### src/sio_pkg.sv
// Shared constants, register map and state types of the serial error-handling unit
package sio_pkg;

	// Bus geometry
	localparam int          SIO_ADDR_W     = 8;
	localparam int          SIO_DATA_W     = 32;
	localparam logic [1:0]  SIO_RESP_OKAY  = 2'h0;
	localparam logic [1:0]  SIO_RESP_SLVERR = 2'h2;

	// Register byte offsets
	localparam logic [7:0]  SIO_OFF_CTRL      = 8'h00; // serial_control_reg_one
	localparam logic [7:0]  SIO_OFF_STATUS    = 8'h04; // serial_status_reg
	localparam logic [7:0]  SIO_OFF_TXBUF     = 8'h08; // tx_buffer
	localparam logic [7:0]  SIO_OFF_RXBUF     = 8'h0c; // rx_buffer
	localparam logic [7:0]  SIO_OFF_IRQ_STAT  = 8'h10;
	localparam logic [7:0]  SIO_OFF_IRQ_MASK  = 8'h14;

	// Control register fields
	localparam int          SIO_CTRL_START   = 0;
	localparam int          SIO_CTRL_INHIBIT = 1;
	localparam int          SIO_CTRL_LSB     = 2;

	// Status register fields
	localparam int          SIO_ST_TXEMPTY   = 0;
	localparam int          SIO_ST_RXFULL    = 1;
	localparam int          SIO_ST_TX_ERROR_FLAG     = 2;
	localparam int          SIO_ST_RX_ERROR_FLAG     = 3;
	localparam int          SIO_ST_INPROG    = 4;
	localparam int          SIO_ST_SHACT     = 5;

	// Interrupt status and mask fields
	localparam int          SIO_IRQ_W        = 3;
	localparam int          SIO_IRQ_BYTE     = 0;
	localparam int          SIO_IRQ_TX_ERROR_FLAG    = 1;
	localparam int          SIO_IRQ_RX_ERROR_FLAG    = 2;

	// Frame geometry
	localparam int          SIO_BITS         = 8;
	localparam logic [3:0]  SIO_LAST_BIT     = 4'h7;

	// Reset values
	localparam logic        SIO_TXEMPTY_RST  = 1'b1;
	localparam logic        SIO_SDO_IDLE     = 1'b1;

	typedef enum logic [1:0] {
		SIO_IDLE  = 2'b00,
		SIO_SHIFT = 2'b01,
		SIO_GAP   = 2'b10
	} sio_phase_e;

	typedef struct packed {
		logic txEmpty;
		logic rxFull;
		logic txError;
		logic rxError;
		logic inProgress;
		logic shiftActive;
	} sio_flags_s;

	typedef struct packed {
		sio_phase_e            phase;
		logic                  start;
		logic                  lsbFirst;
		logic [SIO_BITS-1:0]   txBuffer;
		logic [SIO_BITS-1:0]   rxBuffer;
		logic [SIO_BITS-1:0]   shiftReg;
		logic [3:0]            bitCnt;
		sio_flags_s            flags;
		logic                  rxErrRead;
		logic                  sdo;
		logic [SIO_IRQ_W-1:0]  irqStatus;
		logic [SIO_IRQ_W-1:0]  irqMask;
		logic                  haveAw;
		logic [SIO_ADDR_W-1:0] awAddr;
		logic                  haveW;
		logic [SIO_DATA_W-1:0] wData;
		logic                  wStrb0;
		logic                  bvalid;
		logic [1:0]            bresp;
		logic                  rvalid;
		logic [SIO_DATA_W-1:0] rdata;
		logic [1:0]            rresp;
	} sio_state_s;

	typedef struct packed {
		logic [1:0] stage1;
		logic [1:0] stage2;
		logic       sckPrev;
	} sio_sync_s;

endpackage : sio_pkg

### src/sio_sync.sv
// Two-stage synchroniser for the serial pins with serial clock edge detection
`timescale 1ns/1ps
module sio_sync
	import sio_pkg::*;
(
	// Clock and reset
	input  wire logic clk_sys,
	input  wire logic resetn,
	// Raw pins
	input  wire logic sckPin,
	input  wire logic sdiPin,
	// Synchronised outputs
	output logic      sdiSync,
	output logic      sckRise,
	output logic      sckFall
);

	sio_sync_s st;
	sio_sync_s next_st;

	// Stage one feeds only stage two; edges are judged on stage two
	always_comb begin
		next_st         = st;
		next_st.stage1  = {sckPin, sdiPin};
		next_st.stage2  = st.stage1;
		next_st.sckPrev = st.stage2[1];
	end

	// Pins idle high, so the pipeline resets high to avoid a false edge
	always_ff @(posedge clk_sys or negedge resetn) begin
		if (!resetn) begin
			st <= '1;
		end else begin
			st <= next_st;
		end
	end

	// Edge pulses from synchronised levels
	assign sdiSync = st.stage2[0];
	assign sckRise = st.stage2[1] & ~st.sckPrev; // RL14
	assign sckFall = ~st.stage2[1] & st.sckPrev; // RL14

endmodule : sio_sync

### src/sio_txrx_err.sv
// Serial transmit/receive unit with error detection, recovery and AXI4-Lite registers
//
// Contract
// RL1 - Shift start with empty transmit buffer flags error
// RL2 - Error flag at shift start; interrupt after byte
// RL3 - First shift with nothing written flags error
// RL4 - Data output held high during transmit error
// RL5 - Software reads receive buffer, then writes inhibit
// RL6 - Inhibit halts transfer and clears all state; interrupt status, mask and shift register are kept; code sets lsbFirst from the written data
// RL7 - Receive error discards new data, keeps contents
// RL8 - Byte done while receive full flags error
// RL9 - Second read returns shift register at error
// RL10 - Receive full clears after receive error clears
// RL11 - Stop after byte when start cleared
// RL12 - Transmit empty set at rising edge after load; the code skips this while the transmit error flag is set
// RL13 - Byte done: copy, set full, interrupt together
// RL14 - External serial clock synchronised before use
`timescale 1ns/1ps
module sio_txrx_err
	import sio_pkg::*;
(
	// Clock and reset
	input  wire logic                  clk_sys,
	input  wire logic                  resetn,
	// AXI4-Lite write address
	input  wire logic                  awvalid,
	output logic                       awready,
	input  wire logic [SIO_ADDR_W-1:0] awaddr,
	// AXI4-Lite write data
	input  wire logic                  wvalid,
	output logic                       wready,
	input  wire logic [SIO_DATA_W-1:0] wdata,
	input  wire logic [3:0]            wstrb,
	// AXI4-Lite write response
	output logic                       bvalid,
	input  wire logic                  bready,
	output logic [1:0]                 bresp,
	// AXI4-Lite read address
	input  wire logic                  arvalid,
	output logic                       arready,
	input  wire logic [SIO_ADDR_W-1:0] araddr,
	// AXI4-Lite read data
	output logic                       rvalid,
	input  wire logic                  rready,
	output logic [SIO_DATA_W-1:0]      rdata,
	output logic [1:0]                 rresp,
	// Serial pins
	input  wire logic                  sckPin,
	input  wire logic                  sdiPin,
	output logic                       sdoPin,
	// Interrupt
	output logic                       serialInterrupt
);

	// State register and its next value
	sio_state_s          st;
	sio_state_s          next_st;

	// Synchronised data level and serial clock edges
	logic                sdiSync;
	logic                sckRise;
	logic                sckFall;

	// Strobes that live for one cycle only
	logic                doWrite;
	logic                doInhibit;
	logic                doLoad;
	logic                byteDone;

	// Access decode and the shifted word
	logic                wrOk;
	logic [SIO_BITS-1:0] inShift;
	logic [SIO_DATA_W-1:0] rdVal;
	logic                rdOk;

	// Pin synchronisers and edge detection
	sio_sync u_sync (
		.clk_sys (clk_sys),
		.resetn  (resetn),
		.sckPin  (sckPin),
		.sdiPin  (sdiPin),
		.sdiSync (sdiSync),
		.sckRise (sckRise),
		.sckFall (sckFall)
	);

	// Bus handshakes; one write and one read are held at a time
	assign awready = ~st.haveAw & ~st.bvalid;
	assign wready  = ~st.haveW & ~st.bvalid;
	assign arready = ~st.rvalid;

	// Software first, hardware after so a hardware set wins; inhibit last so it overrides both
	always_comb begin
		next_st   = st;
		doWrite   = st.haveAw & st.haveW & ~st.bvalid;
		doInhibit = 1'b0;
		doLoad    = 1'b0;
		byteDone  = 1'b0;
		wrOk      = 1'b0;
		rdOk      = 1'b1;
		rdVal     = '0;

		// New bit enters at the end opposite to the one being sent
		if (st.lsbFirst) begin
			inShift = {sdiSync, st.shiftReg[SIO_BITS-1:1]};
		end else begin
			inShift = {st.shiftReg[SIO_BITS-2:0], sdiSync};
		end

		// Write address and data may arrive in either order
		if (awvalid && awready) begin
			next_st.haveAw = 1'b1;
			next_st.awAddr = awaddr;
		end
		if (wvalid && wready) begin
			next_st.haveW  = 1'b1;
			next_st.wData  = wdata;
			next_st.wStrb0 = wstrb[0];
		end

		// Answers leave once the master has taken them
		if (st.bvalid && bready) begin
			next_st.bvalid = 1'b0;
		end
		if (st.rvalid && rready) begin
			next_st.rvalid = 1'b0;
		end

		// Register writes; all fields live in byte lane zero
		if (doWrite) begin
			next_st.haveAw = 1'b0;
			next_st.haveW  = 1'b0;
			next_st.bvalid = 1'b1;
			case (st.awAddr)
				SIO_OFF_CTRL: begin
					wrOk = 1'b1;
					if (st.wStrb0) begin
						next_st.start    = st.wData[SIO_CTRL_START];
						next_st.lsbFirst = st.wData[SIO_CTRL_LSB];
						doInhibit        = st.wData[SIO_CTRL_INHIBIT];
					end
				end
				SIO_OFF_TXBUF: begin
					// Loading clears empty; a hardware set in the same cycle still wins
					wrOk = 1'b1;
					if (st.wStrb0) begin
						next_st.txBuffer      = st.wData[SIO_BITS-1:0];
						next_st.flags.txEmpty = 1'b0;
					end
				end
				SIO_OFF_IRQ_STAT: begin
					wrOk = 1'b1;
					if (st.wStrb0) begin
						next_st.irqStatus = st.irqStatus & ~st.wData[SIO_IRQ_W-1:0];
					end
				end
				SIO_OFF_IRQ_MASK: begin
					wrOk = 1'b1;
					if (st.wStrb0) begin
						next_st.irqMask = st.wData[SIO_IRQ_W-1:0];
					end
				end
				default: begin
					wrOk = 1'b0;
				end
			endcase
			// Unmapped and read-only offsets answer with a slave error
			next_st.bresp = wrOk ? SIO_RESP_OKAY : SIO_RESP_SLVERR;
		end

		// Register reads; the receive buffer read carries the recovery sequence
		if (arvalid && arready) begin
			case (araddr)
				SIO_OFF_CTRL: begin
					rdVal[SIO_CTRL_START] = st.start;
					rdVal[SIO_CTRL_LSB]   = st.lsbFirst;
				end
				SIO_OFF_STATUS: begin
					rdVal[SIO_ST_TXEMPTY] = st.flags.txEmpty;
					rdVal[SIO_ST_RXFULL]  = st.flags.rxFull;
					rdVal[SIO_ST_TX_ERROR_FLAG]   = st.flags.txError;
					rdVal[SIO_ST_RX_ERROR_FLAG]   = st.flags.rxError;
					rdVal[SIO_ST_INPROG]  = st.flags.inProgress;
					rdVal[SIO_ST_SHACT]   = st.flags.shiftActive;
				end
				SIO_OFF_TXBUF: begin
					rdVal[SIO_BITS-1:0] = st.txBuffer;
				end
				SIO_OFF_RXBUF: begin
					// After an overrun the first read gives the older byte, the second the captured one
					if (st.flags.rxError && !st.rxErrRead) begin
						rdVal[SIO_BITS-1:0] = st.rxBuffer; // RL9
						next_st.rxErrRead   = 1'b1;
					end else if (st.flags.rxError) begin
						rdVal[SIO_BITS-1:0]   = st.shiftReg; // RL9
						next_st.rxErrRead     = 1'b0;
						next_st.flags.rxError = 1'b0;
						next_st.flags.rxFull  = 1'b0; // RL10
					end else begin
						rdVal[SIO_BITS-1:0]  = st.rxBuffer;
						next_st.flags.rxFull = 1'b0;
					end
				end
				SIO_OFF_IRQ_STAT: begin
					rdVal[SIO_IRQ_W-1:0] = st.irqStatus;
				end
				SIO_OFF_IRQ_MASK: begin
					rdVal[SIO_IRQ_W-1:0] = st.irqMask;
				end
				default: begin
					rdOk = 1'b0;
				end
			endcase
			// Reads answer in the next cycle whatever the address
			next_st.rvalid = 1'b1;
			next_st.rdata  = rdVal;
			next_st.rresp  = rdOk ? SIO_RESP_OKAY : SIO_RESP_SLVERR;
		end

		// Link sequencing on synchronised serial clock edges
		case (st.phase)
			SIO_IDLE: begin
				// A frame opens only on a falling edge while start is set
				doLoad = sckFall & st.start;
			end
			SIO_SHIFT: begin
				// Rising edge samples the input, falling edge launches the next bit
				if (sckRise) begin
					if (!st.flags.rxError) begin
						next_st.shiftReg = inShift; // RL7
					end
					if (st.bitCnt == 4'h0 && !st.flags.txError) begin
						next_st.flags.txEmpty = 1'b1; // RL12
					end
					next_st.bitCnt = 4'(st.bitCnt + 4'h1);
					byteDone       = (st.bitCnt == SIO_LAST_BIT);
				end else if (sckFall && st.bitCnt != 4'h0) begin
					if (st.flags.txError) begin
						next_st.sdo = SIO_SDO_IDLE; // RL4
					end else if (st.lsbFirst) begin
						next_st.sdo = st.shiftReg[0];
					end else begin
						next_st.sdo = st.shiftReg[SIO_BITS-1];
					end
				end
			end
			SIO_GAP: begin
				// Between bytes: stop once start is cleared, else wait for a falling edge
				if (!st.start) begin
					next_st.phase            = SIO_IDLE; // RL11
					next_st.flags.inProgress = 1'b0;
				end else begin
					doLoad = sckFall;
				end
			end
			default: begin
				next_st.phase = SIO_IDLE;
			end
		endcase

		// Shift start: move the buffer in, or flag an underrun at once
		if (doLoad) begin
			next_st.phase             = SIO_SHIFT;
			next_st.bitCnt            = 4'h0;
			next_st.flags.inProgress  = 1'b1;
			next_st.flags.shiftActive = 1'b1;
			if (st.flags.txEmpty) begin
				next_st.flags.txError = 1'b1; // RL1 RL3 RL2
			end
			if (!st.flags.rxError) begin
				next_st.shiftReg = st.txBuffer; // RL7
			end
			// An underrun shows a high line rather than stale buffer contents
			if (st.flags.txEmpty || st.flags.txError) begin
				next_st.sdo = SIO_SDO_IDLE; // RL4
			end else if (st.lsbFirst) begin
				next_st.sdo = st.txBuffer[0];
			end else begin
				next_st.sdo = st.txBuffer[SIO_BITS-1];
			end
		end

		// Byte complete: deliver it, or declare an overrun and keep both stores
		if (byteDone) begin
			next_st.flags.shiftActive = 1'b0;
			next_st.sdo               = SIO_SDO_IDLE;
			next_st.phase             = st.start ? SIO_GAP : SIO_IDLE; // RL11
			next_st.flags.inProgress  = st.start;
			// A buffer read in this very cycle has freed the buffer, so that byte is no overrun
			if (st.flags.rxError) begin
				next_st.shiftReg = st.shiftReg; // RL7
			end else if (next_st.flags.rxFull) begin
				next_st.flags.rxError               = 1'b1; // RL8
				next_st.irqStatus[SIO_IRQ_RX_ERROR_FLAG]    = 1'b1; // RL8
				next_st.irqStatus[SIO_IRQ_BYTE]     = 1'b1;
			end else begin
				next_st.rxBuffer                    = inShift; // RL13
				next_st.flags.rxFull                = 1'b1; // RL13
				next_st.irqStatus[SIO_IRQ_BYTE]     = 1'b1; // RL13
			end
			// The underrun interrupt waits until the whole byte is in
			if (st.flags.txError) begin
				next_st.irqStatus[SIO_IRQ_TX_ERROR_FLAG] = 1'b1; // RL2
			end
		end

		// Forced stop: start bit, status, both buffers and the sequencer return to reset
		if (doInhibit) begin
			// Interrupt status and mask are kept so software still sees why it stopped
			next_st.start             = 1'b0; // RL6
			next_st.phase             = SIO_IDLE; // RL6
			next_st.bitCnt            = 4'h0;
			next_st.flags             = '0; // RL6
			next_st.flags.txEmpty     = SIO_TXEMPTY_RST;
			next_st.rxBuffer          = '0; // RL6
			next_st.txBuffer          = '0; // RL6
			next_st.rxErrRead         = 1'b0;
			next_st.sdo               = SIO_SDO_IDLE;
		end
	end

	// Single state register
	always_ff @(posedge clk_sys or negedge resetn) begin
		if (!resetn) begin
			st               <= '0;
			st.flags.txEmpty <= SIO_TXEMPTY_RST;
			st.sdo           <= SIO_SDO_IDLE;
		end else begin
			st <= next_st;
		end
	end

	// Outputs; data outputs straight from flip-flops
	assign bvalid          = st.bvalid;
	assign bresp           = st.bresp;
	assign rvalid          = st.rvalid;
	assign rdata           = st.rdata;
	assign rresp           = st.rresp;

	// Link output and interrupt; the interrupt is a plain level of registered bits
	assign sdoPin          = st.sdo;
	assign serialInterrupt = |(st.irqStatus & st.irqMask);

endmodule : sio_txrx_err

### config.mk
export PLATFORM = sky130hd
export DESIGN_NAME = sio_txrx_err
export DESIGN_NICKNAME = d
export VERILOG_FILES = /design/src/sio_pkg.sv /design/src/sio_sync.sv /design/src/sio_txrx_err.sv
export SDC_FILE = /design/constraint.sdc
export NUM_CORES = 1
export LEC_CHECK = 0
export BUFFER_PORTS_ARGS = -buffer_cell sky130_fd_sc_hd__buf_2
export CAP_MARGIN = 0
export CORE_MARGIN = 2
export CORE_UTILIZATION = 30
export DETAILED_ROUTE_END_ITERATION = 8
export PLACE_DENSITY = 0.57
export SLEW_MARGIN = 20
export SYNTH_ARGS = -nofsm -noshare
export SYNTH_HDL_FRONTEND = slang
export SYNTH_SLANG_ARGS = --single-unit
### constraint.sdc
create_clock -name clk_sys -period 2.4 [get_ports clk_sys]
set_input_delay 0.24 -clock clk_sys [delete_from_list [all_inputs] [get_ports clk_sys]]
set_output_delay 0.24 -clock clk_sys [all_outputs]
set_load 0.01 [all_outputs]
; ---- Word level (Yosys, flattened, before mapping)
; Index checks and enable logic that the tools add are counted.
[totals]
out_inout_bits = 43
regBits = 108
[op_classes]
n_eq_ne = 18
bitwise_logic = 16
muxes = 92
n_addsub = 1
n_reduce_logical = 51
[ops]
columns = cell, n
row1 = $mux 8, 10
row2 = $mux 1, 47
row3 = $mux 35, 1
row4 = $mux 34, 1
row5 = $eq 8x5->1 const B, 4
row6 = $mux 16, 2
row7 = $mux 13, 2
row8 = $reduce_bool 2->1, 13
row9 = $eq 8x4->1 const B, 3
row10 = $mux 12, 2
row11 = $mux 3, 7
row12 = $reduce_and 3->1, 7
row13 = $mux 2, 9
row14 = $logic_not 8->1, 2
row15 = $reduce_bool 4->1, 4
row16 = $ne 4x1->1 const B, 3
row17 = $pmux 1 s6, 2
row18 = $reduce_bool 3->1, 4
row19 = $mux 10, 1
row20 = $mux 9, 1
row21 = $pmux 3 s3, 1
row22 = $eq 8x3->1 const B, 1
row23 = $logic_and 1x1->1, 8
row24 = $pmux 2 s2, 2
row25 = other kinds (24), 41

; ---- Logic depth before layout (Yosys ltp)
[logic_depth]
word_depth = 11
ltp_mapped = 7

; ---- Modules after synthesis
; From an unflattened synthesis, not the netlist that was laid out.
[hier_totals]
cells_unflattened = 405
hier_area_um2 = 4276.6
[modules_own_cells]
columns = module, seq_area_each_um2, cells_per_inst, area_each_um2, instances
row1 = sio_txrx_err, 1929.4, 398, 4130.2, 1
row2 = sio_sync, 131.4, 7, 146.4, 1

; ---- Least setup slack after synthesis
; OpenSTA, ideal clock, no wires.
[synth_path]
kind = input to register
from = input araddr[7]
to = register st[107] (netlist name)
n_path_buf = 2
cell_stages = 6
setup_time_ps = 124
arrival_ps = 1972
path_slack_ps = 303
cell_sequence = or4_1 buf_2 or4_4 a211o_1 buf_6 mux2i_1
[synth_between]
elab_chain_cells = 5
[synth_lines]
columns = element, line_no
row1 = "start, declared", sio_txrx_err.sv:41  ; input wire logic [SIO_ADDR_W-1:0] araddr,
row2 = $eq 8x4->1, sio_txrx_err.sv:173  ; case (araddr)
row3 = $mux 1, sio_txrx_err.sv:173
row4 = $mux 1, sio_txrx_err.sv:172  ; if (arvalid && arready) begin
row5 = $ne 2x2->1 (no line), --
row6 = $reduce_and 3->1 (no line), --
row7 = "end signal, assigned", sio_txrx_err.sv:329  ; st <= next_st;
row8 = "end, declared", sio_txrx_err.sv:56  ; sio_state_s st;
; Every way passes these cells.
; A chain may end at the register's enable or synchronous reset.

; ---- Final worst setup path
[layout_path]
from = input araddr[7]
to = register st[112] (netlist name)
; The elaborated chain is that of the path after synthesis.

==> flow_summary_export.csv <==
group,metric,value,unit
logic_synthesis,syn_area,0.004252,mm^2
drt,initialDrtViolationCount,263,
worst_hold_path,hold_class,"primary input to flop",
finish,final_cells,640,
clock_tree,cts.sinks,82,
critical_path,start_kind,"primary input",
drt,ant_nets,0,
finish,drive_gt1_share,26.09,%
sta,period_share,82.04,%
grt,grt_pass1_wl,15.95,mm
floorplanning,start_util,30.63,%
clock_tree,clk-insertion-delay-late,0.34,ns
placement,place_area,0.004551,mm^2
logic_synthesis,ys_async_sr_fraction,100.0,%
worst_hold_path,worstHoldPathCells,2,
clock_tree,clock_path_buffers,2,
critical_path,crit_path_max_fanout,8,
logic_synthesis,synth_seq_cells,82,
logic_synthesis,synth.avg_cell_area,10.32,um^2
placement,dp_hpwl,6.853,mm
placement,gp_congestion,0.8554,
clock_tree,root_buffer,"clkbuf_16",
critical_path,critPathArrivalTime,2.18,ns
logic_synthesis,yosysTopAreaCellShare,44.14,%
sta,skew,0.007391,ns
finish,diodes,0,
sta,finalSetupTns,0,ns
grt,grt_usage,13.72,%
floorplanning,die_h,123.0,um
logic_synthesis,yosysTopAreaCell,"dfrtp_1",
logic_synthesis,synth.distinct_cells,58,
sta,worst_pin_slew,0.6390,ns
finish,seqCellArea,0.002061,mm^2
placement,dpl.cell_count,621,
logic_synthesis,synthTopCellsByCount,"dfrtp_1, nand2_1, buf_4",
logic_synthesis,syn-instance-count,412,
logic_synthesis,yosysMostFrequentCell,"dfrtp_1",
placement,dp_slack,0.06082,ns
sta,max-slew-margin-rel,56.82,%
job,cap_violations,0,
logic_synthesis,synth_edf_count,0,
pwr,p_per_area,927.9,mW/mm^2
critical_path,reg2reg_depth,5,
finish,fin_nets,518,
pwr,vdd_drop_max,0.5353,mV
sta,finalSetupViolCount,0,
finish,areaGrowthSynthToFinish,15.10,%
drt,drt_pass1_iterations,4,
floorplanning,rows,43,
finish,fin_area,0.004893,mm^2
drt,num_vias,3131,
sta,fin_crit,1.969,ns
grt,overflow,0,
clock_tree,cts_tree,"yes",
drt,wl_per_cell,15.03,um
placement,port_buffers,50,
clock_tree,htree_levels,3,
sta,rsz0062_at_grt,"false",
floorplanning,die_x,123.0,um
logic_synthesis,synth_warnings,0,
grt,grt_pass1_vias,3047,
floorplanning,core-area,0.01388,mm^2
drt,drt-vias-per-instance,4.892,
drt,wl,9.622,mm
sta,setup_ws,0.4310,ns
clock_tree,cts_buffers,9,
logic_synthesis,yosysSeqAreaShare,48.47,%
sta,fmax,0.5079,GHz
drt,post-route-drc-count,0,
floorplanning,ios,104,
floorplanning,dieArea,0.01514,mm^2
grt,grt_max_degree,46,
critical_path,crit_path_end_kind,"flop",
grt,antenna_found_initial,0,
sta,slew_violations,0,
sta,finalHoldViolations,0,
finish,multiInputGateArea,0.001883,mm^2
pwr,power.leakage,0.002352,uW
logic_synthesis,ys_top_cells_by_area,"dfrtp_1, mux2_2, buf_4",
logic_synthesis,ys.flop_type,"dfrtp_1",
clock_tree,clkSlewWorstSetupHoldPaths,0.06,ns
critical_path,critPathKind,"primary input to flop",
outcome,status,"finished, final reports clean",
finish,fill_cells,1419,
critical_path,critPathRequiredTime,2.61,ns
[worst max-delay path: stages]
cell and delay, ns:
buf_2 0.09, or4_1 0.57, or4_4 0.57, a211o_1 0.51, mux2i_1 0.19
[area by class of cell]
type	instances	area share [%]
repair buffers	63	7.568
well taps	180	4.602
clock inverters	6	1.509
inverters	11	0.8438
clock buffers	10	4.884
multi-input cells	288	38.48
flip-flops and latches	82	42.11
[where the power goes]
part	internal [uW]	switching (uW)	leakage [uW]
sequential	1740	348	0.00101
clock	846	585	0.000147
combinational	539	480	0.00119
[final timing paths]
check | start | end | slack, ns
hold / removal | rready | rvalid | 0.07
setup / recovery | araddr[7] | st[112] | 0.43
hold reg to reg | u_sync.next_st[1] | u_sync.sdiSync | 0.36
min in group asynchronous | resetn | st[72] | 0.44
max in group asynchronous | resetn | st[94] | 1.29
setup reg to reg | st[96] | st[112] | 0.48
[placed cells by master, fill, tap and decap left out, types with 11 or more instances in the layout]
master and instances:
mux2i_1 15, inv_1 11, dfrtp_1 75, conb_1 26
mux2_2 32, a21oi_1 18, nor2_1 25, o21ai_0 12
buf_2 49, nand2_1 47
[sequential cells by signal, indices dropped and copies added (netlist names)]
name	flops
bresp	1
bvalid	1
rdata	8
rresp	1
rvalid	1
sdoPin	1
st	64
u_sync.next_st	3
u_sync.sdiSync	1
u_sync.st	1
[routing by layer]
metal / global-route usage, % / wire [um]
met5: 0 / 0
met4: 4.190 / 93
met3: 3.644 / 697
met2: 19.41 / 4102
met1: 20.38 / 4728
[metrics by stage]
step                      hold WS (ns)  util [%]  power, uW
after floorplan               -0.05559         -       2826
after global placement          0.2846     32.78       3087
after detailed placement        0.2895     32.78       3132
after CTS                      0.06773     35.25       4593
after global routing           0.08206     35.25       4834
final                          0.07410     35.25       4540
[logic make-up (layout without fill, tap and decap cells)]
family / Yosys count / in the layout / synth area share [%]
xor+xnor: 2 / 2 / 0.4121
buf+inv: 67 / 90 / 9.447
flops: 82 / 82 / 48.47
fa+ha+maj: 2 / 2 / 0.5885
compound gates: 77 / 77 / 12.10
simple gates: 133 / 133 / 16.36
other cells: 1 / 26 / 0.08820
mux: 48 / 48 / 12.54
[repair_timing]
| item | in CTS | in global routing |
|---|---|---|
| hold buffers | 3 | 0 |
| gates resized for setup | 0 | 0 |
| setup buffers | 0 | 0 |
| hold endpoints to repair | 43 | 0 |
No activity file was read; power rests on OpenSTA's default activity.
